## src/hdl/rmvs_pkg.sv

```systemverilog
// Shared constants and types for the regulator mode and voltage selector.
package rmvs_pkg;
	localparam int NUM_BUCK = 4;
	localparam int NUM_LIN = 10;
	localparam int NUM_LPV = 6;
	localparam int BUCK_VW = 7;
	localparam int LIN_VW = 5;
	localparam int ALIVE_VW = 4;
	// Register byte offsets.
	localparam logic [7:0] OFS_BUCK_RUN = 8'h00;
	localparam logic [7:0] OFS_BUCK_SLEEP = 8'h04;
	localparam logic [7:0] OFS_BUCK_MODE = 8'h08;
	localparam logic [7:0] OFS_LIN_MODE = 8'h0C;
	localparam logic [7:0] OFS_ALIVE = 8'h10;
	localparam logic [7:0] OFS_HWCTL = 8'h14;
	localparam logic [7:0] OFS_STATUS = 8'h18;
	localparam logic [7:0] OFS_LIN_V0 = 8'h20;
	// Buck code for 0.8 V and 1.55 V on the 0.6 V base, 12.5 mV steps.
	localparam logic [6:0] BUCK_CODE_0V80 = 7'h10;
	localparam logic [6:0] BUCK_CODE_1V55 = 7'h4C;
	localparam logic [3:0] ALIVE_CODE_MIN = 4'h0;
	localparam logic [3:0] ALIVE_CODE_MAX = 4'hF;
	// Buck steps per alive step, and half of it for nearest rounding.
	localparam logic [6:0] ALIVE_STEP = 7'h04;
	localparam logic [6:0] ALIVE_HALF = 7'h02;
	localparam int SLEW_CYCLES = 16;
	localparam logic [1:0] RESP_OKAY = 2'h0;
	localparam logic [1:0] RESP_SLVERR = 2'h2;
	typedef enum logic [1:0] {
		RMVS_FORCED_CONTINUOUS,
		RMVS_AUTO,
		RMVS_HYST,
		RMVS_LINEAR
	} rmvs_buck_mode_t;
endpackage

```

## src/hdl/rmvs_alive_track.sv

```systemverilog
// Converts a buck voltage code into the nearest alive regulator code.
`timescale 1ns/1ps
`default_nettype none
module rmvs_alive_track (
	input wire logic [6:0] i_buck_code,
	input wire logic i_buck_on,
	output logic [3:0] o_alive_code
);
	logic [6:0] rel;
	logic [6:0] q;
	always_comb begin
		rel = 7'h00;
		q = 7'h00;
		if (!i_buck_on || i_buck_code <= rmvs_pkg::BUCK_CODE_0V80) begin
			o_alive_code = rmvs_pkg::ALIVE_CODE_MIN;
		end else if (i_buck_code >= rmvs_pkg::BUCK_CODE_1V55) begin
			o_alive_code = rmvs_pkg::ALIVE_CODE_MAX;
		end else begin
			rel = i_buck_code - rmvs_pkg::BUCK_CODE_0V80 + rmvs_pkg::ALIVE_HALF;
			q = rel >> 2;
			o_alive_code = q[3:0];
		end
	end
endmodule
`default_nettype wire

```

## src/hdl/rmvs_slew.sv

```systemverilog
// Tracks a voltage slew on one buck and drives its done flag.
`timescale 1ns/1ps
`default_nettype none
module rmvs_slew (
	input wire logic i_clk,
	input wire logic i_rst,
	input wire logic [6:0] i_code,
	output logic o_done
);
	typedef struct packed {
		logic [6:0] last;
		logic [4:0] cnt;
	} rmvs_slew_t;
	rmvs_slew_t r, next_r;
	always_comb begin
		next_r = r;
		if (i_code != r.last) begin
			next_r.last = i_code;
			next_r.cnt = 5'(rmvs_pkg::SLEW_CYCLES);
		end else if (r.cnt != 5'h00) begin
			next_r.cnt = r.cnt - 5'h01;
		end
	end
	always_ff @(posedge i_clk) begin
		if (i_rst) begin
			r <= '0;
		end else begin
			r <= next_r;
		end
	end
	assign o_done = (r.cnt == 5'h00) && (i_code == r.last);
	chk_done_low_slew: assert property (@(posedge i_clk) disable iff (i_rst)
		(i_code != r.last) |-> !o_done ##1 !o_done) else $error("done high during code change");
endmodule
`default_nettype wire

```

## src/hdl/rmvs_top.sv

```systemverilog
// Regulator operating mode and voltage code selector with AXI4-Lite registers.
//
// Our own choices: the placing of the registers and the AXI4-Lite register port.
`timescale 1ns/1ps
`default_nettype none
module rmvs_top (
	input wire logic I_MCLK,
	input wire logic I_RST,
	input wire logic I_SLEEP,
	input wire logic [3:0] I_HWCTL,
	input wire logic [3:0] I_BUCK_ON,
	input wire logic [7:0] I_AWADDR,
	input wire logic I_AWVALID,
	output logic O_AWREADY,
	input wire logic [31:0] I_WDATA,
	input wire logic [3:0] I_WSTRB,
	input wire logic I_WVALID,
	output logic O_WREADY,
	output logic [1:0] O_BRESP,
	output logic O_BVALID,
	input wire logic I_BREADY,
	input wire logic [7:0] I_ARADDR,
	input wire logic I_ARVALID,
	output logic O_ARREADY,
	output logic [31:0] O_RDATA,
	output logic [1:0] O_RRESP,
	output logic O_RVALID,
	input wire logic I_RREADY,
	output logic [7:0] O_BUCK_OPMODE,
	output logic [27:0] O_BUCK_VOLTAGE_CODE,
	output logic [9:0] O_LINREG_LOWPOWER,
	output logic [5:0] O_LINREG_LP_VARIANT,
	output logic [49:0] O_LINREG_VOLTAGE_CODE,
	output logic [3:0] O_ALIVE_VOLTAGE_CODE,
	output logic [1:0] O_SLEW_DONE
);
	typedef struct packed {
		logic [27:0] buck_run_state_voltage_code;
		logic [27:0] buck_sleep_state_voltage_code;
		logic [7:0] buck_run_state_opmode;
		logic [7:0] buck_sleep_state_opmode;
		logic [9:0] linreg_run_state_opmode;
		logic [9:0] linreg_sleep_state_opmode;
		logic [5:0] linreg_lowpower_variant;
		logic [49:0] linreg_run_state_voltage_code;
		logic [49:0] linreg_sleep_state_voltage_code;
		logic alive_reg_track_select;
		logic [3:0] alive_reg_run_voltage_code;
		logic [3:0] alive_reg_sleep_voltage_code;
		logic [27:0] buck_hwctl_voltage_code;
		logic [7:0] buck_hwctl_opmode;
		logic aw_got;
		logic [7:0] aw_addr;
		logic w_got;
		logic [31:0] w_data;
		logic [3:0] w_strb;
		logic bvalid;
		logic [1:0] bresp;
		logic rvalid;
		logic [1:0] rresp;
		logic [31:0] rdata;
	} rmvs_state_t;

	rmvs_state_t r, next_r;
	logic [3:0] alive_tracked;
	logic [31:0] rd_word;
	logic rd_ok;
	logic [31:0] wr_word;
	logic wr_ok;
	logic [7:0] lin_idx;
	logic [6:0] buck_one_sel;

	assign buck_one_sel = I_SLEEP ? r.buck_sleep_state_voltage_code[6:0]
		: r.buck_run_state_voltage_code[6:0];

	rmvs_alive_track u_track (
		.i_buck_code(buck_one_sel),
		.i_buck_on(I_BUCK_ON[0]),
		.o_alive_code(alive_tracked)
	);

	// Register read mux; linear voltage words sit one per regulator from OFS_LIN_V0.
	always_comb begin
		rd_word = 32'h0000_0000;
		rd_ok = 1'b1;
		lin_idx = (I_ARADDR - rmvs_pkg::OFS_LIN_V0) >> 2;
		unique case (I_ARADDR)
			rmvs_pkg::OFS_BUCK_RUN: rd_word = {4'h0, r.buck_run_state_voltage_code};
			rmvs_pkg::OFS_BUCK_SLEEP: rd_word = {4'h0, r.buck_sleep_state_voltage_code};
			rmvs_pkg::OFS_BUCK_MODE: rd_word = {16'h0000, r.buck_sleep_state_opmode,
				r.buck_run_state_opmode};
			rmvs_pkg::OFS_LIN_MODE: rd_word = {6'h00, r.linreg_lowpower_variant,
				r.linreg_sleep_state_opmode, r.linreg_run_state_opmode};
			rmvs_pkg::OFS_ALIVE: rd_word = {23'h000000, r.alive_reg_track_select,
				r.alive_reg_sleep_voltage_code, r.alive_reg_run_voltage_code};
			rmvs_pkg::OFS_HWCTL: rd_word = {r.buck_hwctl_opmode, 24'h000000}
				| {4'h0, r.buck_hwctl_voltage_code};
			rmvs_pkg::OFS_STATUS: rd_word = {24'h000000, O_ALIVE_VOLTAGE_CODE,
				O_SLEW_DONE, 1'b0, I_SLEEP};
			default: begin
				if (I_ARADDR[1:0] == 2'h0 && I_ARADDR >= rmvs_pkg::OFS_LIN_V0
					&& lin_idx < 8'(rmvs_pkg::NUM_LIN)) begin
					rd_word = {22'h000000,
						r.linreg_sleep_state_voltage_code[lin_idx*5 +: 5],
						r.linreg_run_state_voltage_code[lin_idx*5 +: 5]};
				end else begin
					rd_ok = 1'b0;
				end
			end
		endcase
	end

	always_comb begin
		next_r = r;
		wr_word = r.w_data;
		wr_ok = 1'b1;
		if (I_AWVALID && O_AWREADY) begin
			next_r.aw_got = 1'b1;
			next_r.aw_addr = I_AWADDR;
		end
		if (I_WVALID && O_WREADY) begin
			next_r.w_got = 1'b1;
			next_r.w_data = I_WDATA;
			next_r.w_strb = I_WSTRB;
		end
		if (r.bvalid && I_BREADY) begin
			next_r.bvalid = 1'b0;
		end
		if (r.aw_got && r.w_got && !r.bvalid) begin
			next_r.aw_got = 1'b0;
			next_r.w_got = 1'b0;
			next_r.bvalid = 1'b1;
			if (r.w_strb != 4'hF) begin
				wr_ok = 1'b0;
			end else begin
				unique case (r.aw_addr)
					rmvs_pkg::OFS_BUCK_RUN: next_r.buck_run_state_voltage_code = wr_word[27:0];
					rmvs_pkg::OFS_BUCK_SLEEP: next_r.buck_sleep_state_voltage_code = wr_word[27:0];
					rmvs_pkg::OFS_BUCK_MODE: begin
						next_r.buck_run_state_opmode = wr_word[7:0];
						next_r.buck_sleep_state_opmode = wr_word[15:8];
					end
					rmvs_pkg::OFS_LIN_MODE: begin
						next_r.linreg_run_state_opmode = wr_word[9:0];
						next_r.linreg_sleep_state_opmode = wr_word[19:10];
						next_r.linreg_lowpower_variant = wr_word[25:20];
					end
					rmvs_pkg::OFS_ALIVE: begin
						next_r.alive_reg_run_voltage_code = wr_word[3:0];
						next_r.alive_reg_sleep_voltage_code = wr_word[7:4];
						next_r.alive_reg_track_select = wr_word[8];
					end
					rmvs_pkg::OFS_HWCTL: begin
						next_r.buck_hwctl_voltage_code = wr_word[27:0];
						next_r.buck_hwctl_opmode = {wr_word[31:28], 4'h0};
					end
					default: begin
						if (r.aw_addr[1:0] == 2'h0 && r.aw_addr >= rmvs_pkg::OFS_LIN_V0
							&& ((r.aw_addr - rmvs_pkg::OFS_LIN_V0) >> 2) < 8'(rmvs_pkg::NUM_LIN)) begin
							for (int i = 0; i < rmvs_pkg::NUM_LIN; i++) begin
								if (8'(i) == ((r.aw_addr - rmvs_pkg::OFS_LIN_V0) >> 2)) begin
									next_r.linreg_run_state_voltage_code[i*5 +: 5] = wr_word[4:0];
									next_r.linreg_sleep_state_voltage_code[i*5 +: 5] = wr_word[9:5];
								end
							end
						end else begin
							wr_ok = 1'b0;
						end
					end
				endcase
			end
			next_r.bresp = wr_ok ? rmvs_pkg::RESP_OKAY : rmvs_pkg::RESP_SLVERR;
		end
		if (r.rvalid && I_RREADY) begin
			next_r.rvalid = 1'b0;
		end
		if (I_ARVALID && O_ARREADY) begin
			next_r.rvalid = 1'b1;
			next_r.rdata = rd_word;
			next_r.rresp = rd_ok ? rmvs_pkg::RESP_OKAY : rmvs_pkg::RESP_SLVERR;
		end
	end

	always_ff @(posedge I_MCLK) begin
		if (I_RST) begin
			r <= '0;
		end else begin
			r <= next_r;
		end
	end

	// HWCTL mode only holds upper nibble per 32-bit word limit; one bit pair per buck.
	assign O_AWREADY = !r.aw_got;
	assign O_WREADY = !r.w_got;
	assign O_BVALID = r.bvalid;
	assign O_BRESP = r.bresp;
	assign O_ARREADY = !r.rvalid;
	assign O_RVALID = r.rvalid;
	assign O_RDATA = r.rdata;
	assign O_RRESP = r.rresp;

	genvar g;
	generate
		for (g = 0; g < rmvs_pkg::NUM_BUCK; g++) begin : g_buck
			always_comb begin
				if (I_HWCTL[g]) begin
					O_BUCK_OPMODE[g*2 +: 2] = r.buck_hwctl_opmode[g*2 +: 2];
					O_BUCK_VOLTAGE_CODE[g*7 +: 7] = r.buck_hwctl_voltage_code[g*7 +: 7];
				end else if (I_SLEEP) begin
					O_BUCK_OPMODE[g*2 +: 2] = r.buck_sleep_state_opmode[g*2 +: 2];
					O_BUCK_VOLTAGE_CODE[g*7 +: 7] = r.buck_sleep_state_voltage_code[g*7 +: 7];
				end else begin
					O_BUCK_OPMODE[g*2 +: 2] = r.buck_run_state_opmode[g*2 +: 2];
					O_BUCK_VOLTAGE_CODE[g*7 +: 7] = r.buck_run_state_voltage_code[g*7 +: 7];
				end
			end
		end
		for (g = 0; g < rmvs_pkg::NUM_LIN; g++) begin : g_lin
			assign O_LINREG_LOWPOWER[g] = I_SLEEP ? r.linreg_sleep_state_opmode[g]
				: r.linreg_run_state_opmode[g];
			assign O_LINREG_VOLTAGE_CODE[g*5 +: 5] = I_SLEEP
				? r.linreg_sleep_state_voltage_code[g*5 +: 5]
				: r.linreg_run_state_voltage_code[g*5 +: 5];
		end
		for (g = 0; g < rmvs_pkg::NUM_LPV; g++) begin : g_lpv
			assign O_LINREG_LP_VARIANT[g] = O_LINREG_LOWPOWER[g] & r.linreg_lowpower_variant[g];
		end
		for (g = 0; g < 2; g++) begin : g_slew
			rmvs_slew u_slew (
				.i_clk(I_MCLK),
				.i_rst(I_RST),
				.i_code(O_BUCK_VOLTAGE_CODE[g*7 +: 7]),
				.o_done(O_SLEW_DONE[g])
			);
		end
	endgenerate

	assign O_ALIVE_VOLTAGE_CODE = r.alive_reg_track_select ? alive_tracked
		: (I_SLEEP ? r.alive_reg_sleep_voltage_code : r.alive_reg_run_voltage_code);

	chk_buck_sleep_sel: assert property (@(posedge I_MCLK) disable iff (I_RST)
		(I_SLEEP && !I_HWCTL[0]) |-> O_BUCK_VOLTAGE_CODE[6:0]
		== r.buck_sleep_state_voltage_code[6:0]) else $error("buck sleep code wrong");
	chk_buck_run_mode: assert property (@(posedge I_MCLK) disable iff (I_RST)
		(!I_SLEEP && !I_HWCTL[1]) |-> O_BUCK_OPMODE[3:2]
		== r.buck_run_state_opmode[3:2]) else $error("buck run mode wrong");
	chk_hwctl_override: assert property (@(posedge I_MCLK) disable iff (I_RST)
		I_HWCTL[2] |-> O_BUCK_VOLTAGE_CODE[20:14]
		== r.buck_hwctl_voltage_code[20:14]) else $error("hwctl ignored");
	chk_lin_state: assert property (@(posedge I_MCLK) disable iff (I_RST)
		$rose(I_SLEEP) |-> O_LINREG_LOWPOWER[3] == r.linreg_sleep_state_opmode[3])
		else $error("linear mode not switched");
	chk_lp_variant: assert property (@(posedge I_MCLK) disable iff (I_RST)
		!O_LINREG_LOWPOWER[0] |-> !O_LINREG_LP_VARIANT[0]) else $error("variant without low power");
	chk_lp_variant_pick: assert property (@(posedge I_MCLK) disable iff (I_RST)
		O_LINREG_LOWPOWER[1] |-> O_LINREG_LP_VARIANT[1] == r.linreg_lowpower_variant[1])
		else $error("variant bit ignored");
	chk_alive_own: assert property (@(posedge I_MCLK) disable iff (I_RST)
		(!r.alive_reg_track_select && !I_SLEEP) |-> O_ALIVE_VOLTAGE_CODE
		== r.alive_reg_run_voltage_code) else $error("alive own code wrong");
	chk_alive_floor: assert property (@(posedge I_MCLK) disable iff (I_RST)
		(r.alive_reg_track_select && !I_BUCK_ON[0]) |-> O_ALIVE_VOLTAGE_CODE == 4'h0)
		else $error("alive floor wrong");
	chk_alive_top: assert property (@(posedge I_MCLK) disable iff (I_RST)
		(r.alive_reg_track_select && I_BUCK_ON[0]
		&& buck_one_sel >= rmvs_pkg::BUCK_CODE_1V55)
		|-> O_ALIVE_VOLTAGE_CODE == rmvs_pkg::ALIVE_CODE_MAX)
		else $error("alive tracking wrong");
	chk_write_applies: assert property (@(posedge I_MCLK) disable iff (I_RST)
		(r.aw_got && r.w_got && !r.bvalid && r.w_strb == 4'hF && r.aw_addr == 8'h00)
		|=> r.buck_run_state_voltage_code == $past(r.w_data[27:0])) else $error("write lost");
endmodule
`default_nettype wire

```

## config.mk

```make
export PLATFORM = sky130hd
export DESIGN_NAME = rmvs_top
export DESIGN_NICKNAME = d
export VERILOG_FILES = /design/src/hdl/rmvs_pkg.sv /design/src/hdl/rmvs_alive_track.sv /design/src/hdl/rmvs_slew.sv /design/src/hdl/rmvs_top.sv
export SDC_FILE = /design/constraint.sdc
export NUM_CORES = 1
export LEC_CHECK = 0
export BUFFER_PORTS_ARGS = -buffer_cell sky130_fd_sc_hd__clkbuf_2
export CAP_MARGIN = 20
export CORE_MARGIN = 10
export CORE_UTILIZATION = 25
export DETAILED_ROUTE_END_ITERATION = 8
export PLACE_DENSITY = 0.51
export RECOVER_POWER = 25
export SETUP_SLACK_MARGIN = 0.15
export SLEW_MARGIN = 20
export SYNTH_ARGS = -nofsm -noshare
export SYNTH_HDL_FRONTEND = slang
export SYNTH_SLANG_ARGS = --single-unit
export TNS_END_PERCENT = 100
```

## constraint.sdc

```tcl
create_clock -name I_MCLK -period 3.27 [get_ports I_MCLK]
set_input_delay 0.654 -clock I_MCLK [delete_from_list [all_inputs] [get_ports I_MCLK]]
set_output_delay 0.654 -clock I_MCLK [all_outputs]
set_load 0.02 [all_outputs]
```

==> metrics <==
worst path required time 2.62 ns; FP Rows 93; failing checks max-capacitance violations, max-slew violations; flop-to-flop setup slack 0.44 ns; met2 Resource Use GR 24.8%; clk sinks 345; H-tree Lvls 2; # nets final between 2000 and 2500; clock buffer depth 3; synthesized area ~16000 µm²; Avg Vias per Cell about 4.9; dpl hpwl roughly 44000 µm; Power Total 0.0101 W; hold buffer count at cts 0; Worst slew margin -75.4%; worst hold slack 0.259 ns; crit-path max FO 8; P&R area growth vs syn 19.4%; CTS Buf Count between 40 and 50; Initial Util 25.3%; async set or reset register ratio after synthesis 0%; Cell variety after synth 71; Routability Congestion 0.874; layout cells sized above 1 19.9%; Worst Path Arrival 2.43 ns; Post-synth EDFFs 0; Starting DRT DRC Count 1426; antenna violations before repair 5; maximum vdd drop between 0.3 and 0.4 mV; Post-Synthesis Cells 2024; final setup fails 0; Syn Area/Cell roughly 8.1 µm²; min Tclk post-route just over 3 ns; vias in the first global route about 14000; Leakage approximately 7.2 nW; core footprint between 60000 and 70000 µm²; final period utilization 94.4%; M3 GR Usage 3.39%; post-synth top area cell dfxtp_1; CP Launch Type flip-flop; commonest non-fill, non-tap cell in the layout nand2_1; clock latency on the worst-skew pair roughly 0.58 ns; WS Path Type flip-flop to output pin; Synth Register Bits 345; IO buf count 211; met1 usage 21.4%; cells taking the most area after synthesis dfxtp_1, nand2_1, a21oi_1, mux2i_1, mux2_2; Wirelength per Cell 21.0 µm; Slew Viols, Final between 100 and 150; Routed Antenna Nets 0; worst hold path type input pin to flip-flop; Ports 217; die footprint 76100 µm²; Setup crit end kind output pin; setup_tns 0 ns; RSZ-0062 raised after global routing yes; gr usage total around 16%; CTS tree built; FILL cells slightly below 7000; grt total ovfl 0; Die H between 200 and 300 µm; most frequent cells in the layout nand2_1, dfxtp_1, a21oi_1, clkbuf_2, mux2i_1; grt peak-use layer met2; Worst Skew 0.0318 ns; drt drc 0; Worst-path clk slew 0.06 ns; Root Buffer clkbuf_16; DRT Wirelength approximately 64000 µm; first-pass GRT wire length a little over 90000 µm; DRT Pass-1 Iters 7; Fmax 324 MHz; sequential fraction of the synthesis area ~42%; max-cap violations 1; status complete, but fails checks; chip width 276 µm; post-route worst setup slack ~0.18 ns; Hold Fails Final Rpt 0; Synth top area share 42.2%; Place WS 0.0304 ns; Most used DFF post-synth dfxtp_1; Ys Warns 0; via count 15066; Worst-Margin Slew 2.63 ns; PwrDens roughly 520 nW/µm²; largest net degree at the start of global routing 127
power breakdown:
part / switching (W) / leakage (nW) / internal, W
Clock: 0.00194 / 0.678 / 0.00278
Combinational: 0.000583 / 3.74 / 0.000340
Sequential: 0.000144 / 2.79 / 0.00431
stage by stage:
step | utilization (%) | std cells | instance area, µm²
floorplan | - | 2025 | 16400
global placement | 28.1 | 2970 | 18100
detailed placement | 28.1 | 2970 | 18100
CTS | 30.3 | 3044 | 19600
global route | 30.3 | 3046 | 19500
finish | 30.3 | 3047 | 19500
cells in the mapped netlist (all sizes together), types with 7 or more instances:
cell type,number
or2,7
mux2i,107
o22ai,15
and2,15
ha,8
or3,9
inv,30
mux4,20
nor4,7
nor2,89
nor2b,10
o21ai,62
a211oi,8
nor3,23
buf,83
a222oi,11
dfxtp,345
a22oi,10
xnor2,14
a21oi,313
a221oi,7
mux2,70
nand3,19
nand2,576
clkbuf,98
per-layer routing:
layer | vias up | routed length, µm
met5 | - | 57
met4 | 8 | 2300
met3 | 119 | 4800
met2 | 563 | 28700
met1 | 7201 | 28000
li1 | 7175 | -
cell families (layout without fill, tap and decap cells):
logic type | Yosys count | count (layout) | share of synthesized area, %
simple gates | 779 | 779 | 20.0
compound gates | 467 | 467 | 16.1
flops | 345 | 345 | 42.2
buf+inv | 212 | 377 | 6.09
mux | 197 | 197 | 14.1
xor+xnor | 15 | 15 | 0.803
fa+ha+maj | 8 | 8 | 0.612
other cells | 1 | 4 | 0.0229
repair_timing:
| action | 4_1_cts | 5_1_grt |
|---|---|---|
| setup buffers | 0 | 1 |
| hold endpoints to repair | 0 | 0 |
| gates resized for setup | 6 | 14 |
| endpoints found under the setup margin | 4 | 6 |
| pin swaps | 0 | 4 |
| gates cloned | 0 | 0 |
flip-flops by register name, summed over array words and instances (netlist names):
register and cells:
r 253, O_RDATA 32, wr_word 32, g_slew.u_slew.r 24
O_BRESP 1, O_BVALID 1, O_RRESP 1, O_RVALID 1
critical path, cell delays in order (launching register included):
cell and delay, ns:
dfxtp_1 0.44, mux2_2 0.31, o22ai_1 0.11, o21ba_2 0.24, a2111oi_4 0.36, and3_1 0.21
clkbuf_2 0.18
final cells by class:
class	instances	area (µm²)	area share [%]
multi-input cells	1468	8540	43.7
flip-flops and latches	345	6910	35.4
repair buffers	272	1520	7.77
clock buffers	60	1230	6.29
well taps	855	1070	5.47
clock inverters	14	151	0.775
inverters	31	116	0.596
diodes	2	5.00	0.0256
path summary, 6_finish.rpt:
path                from             end  cells after the start
min reg2reg  wr_word[29]     wr_word[29]                      2
max reg2reg        r[80]          r[153]                      8
max               r[303]  O_SLEW_DONE[0]                      6
min             I_RREADY        O_RVALID                      2
Note: power is estimated with default switching activity, not from simulation.
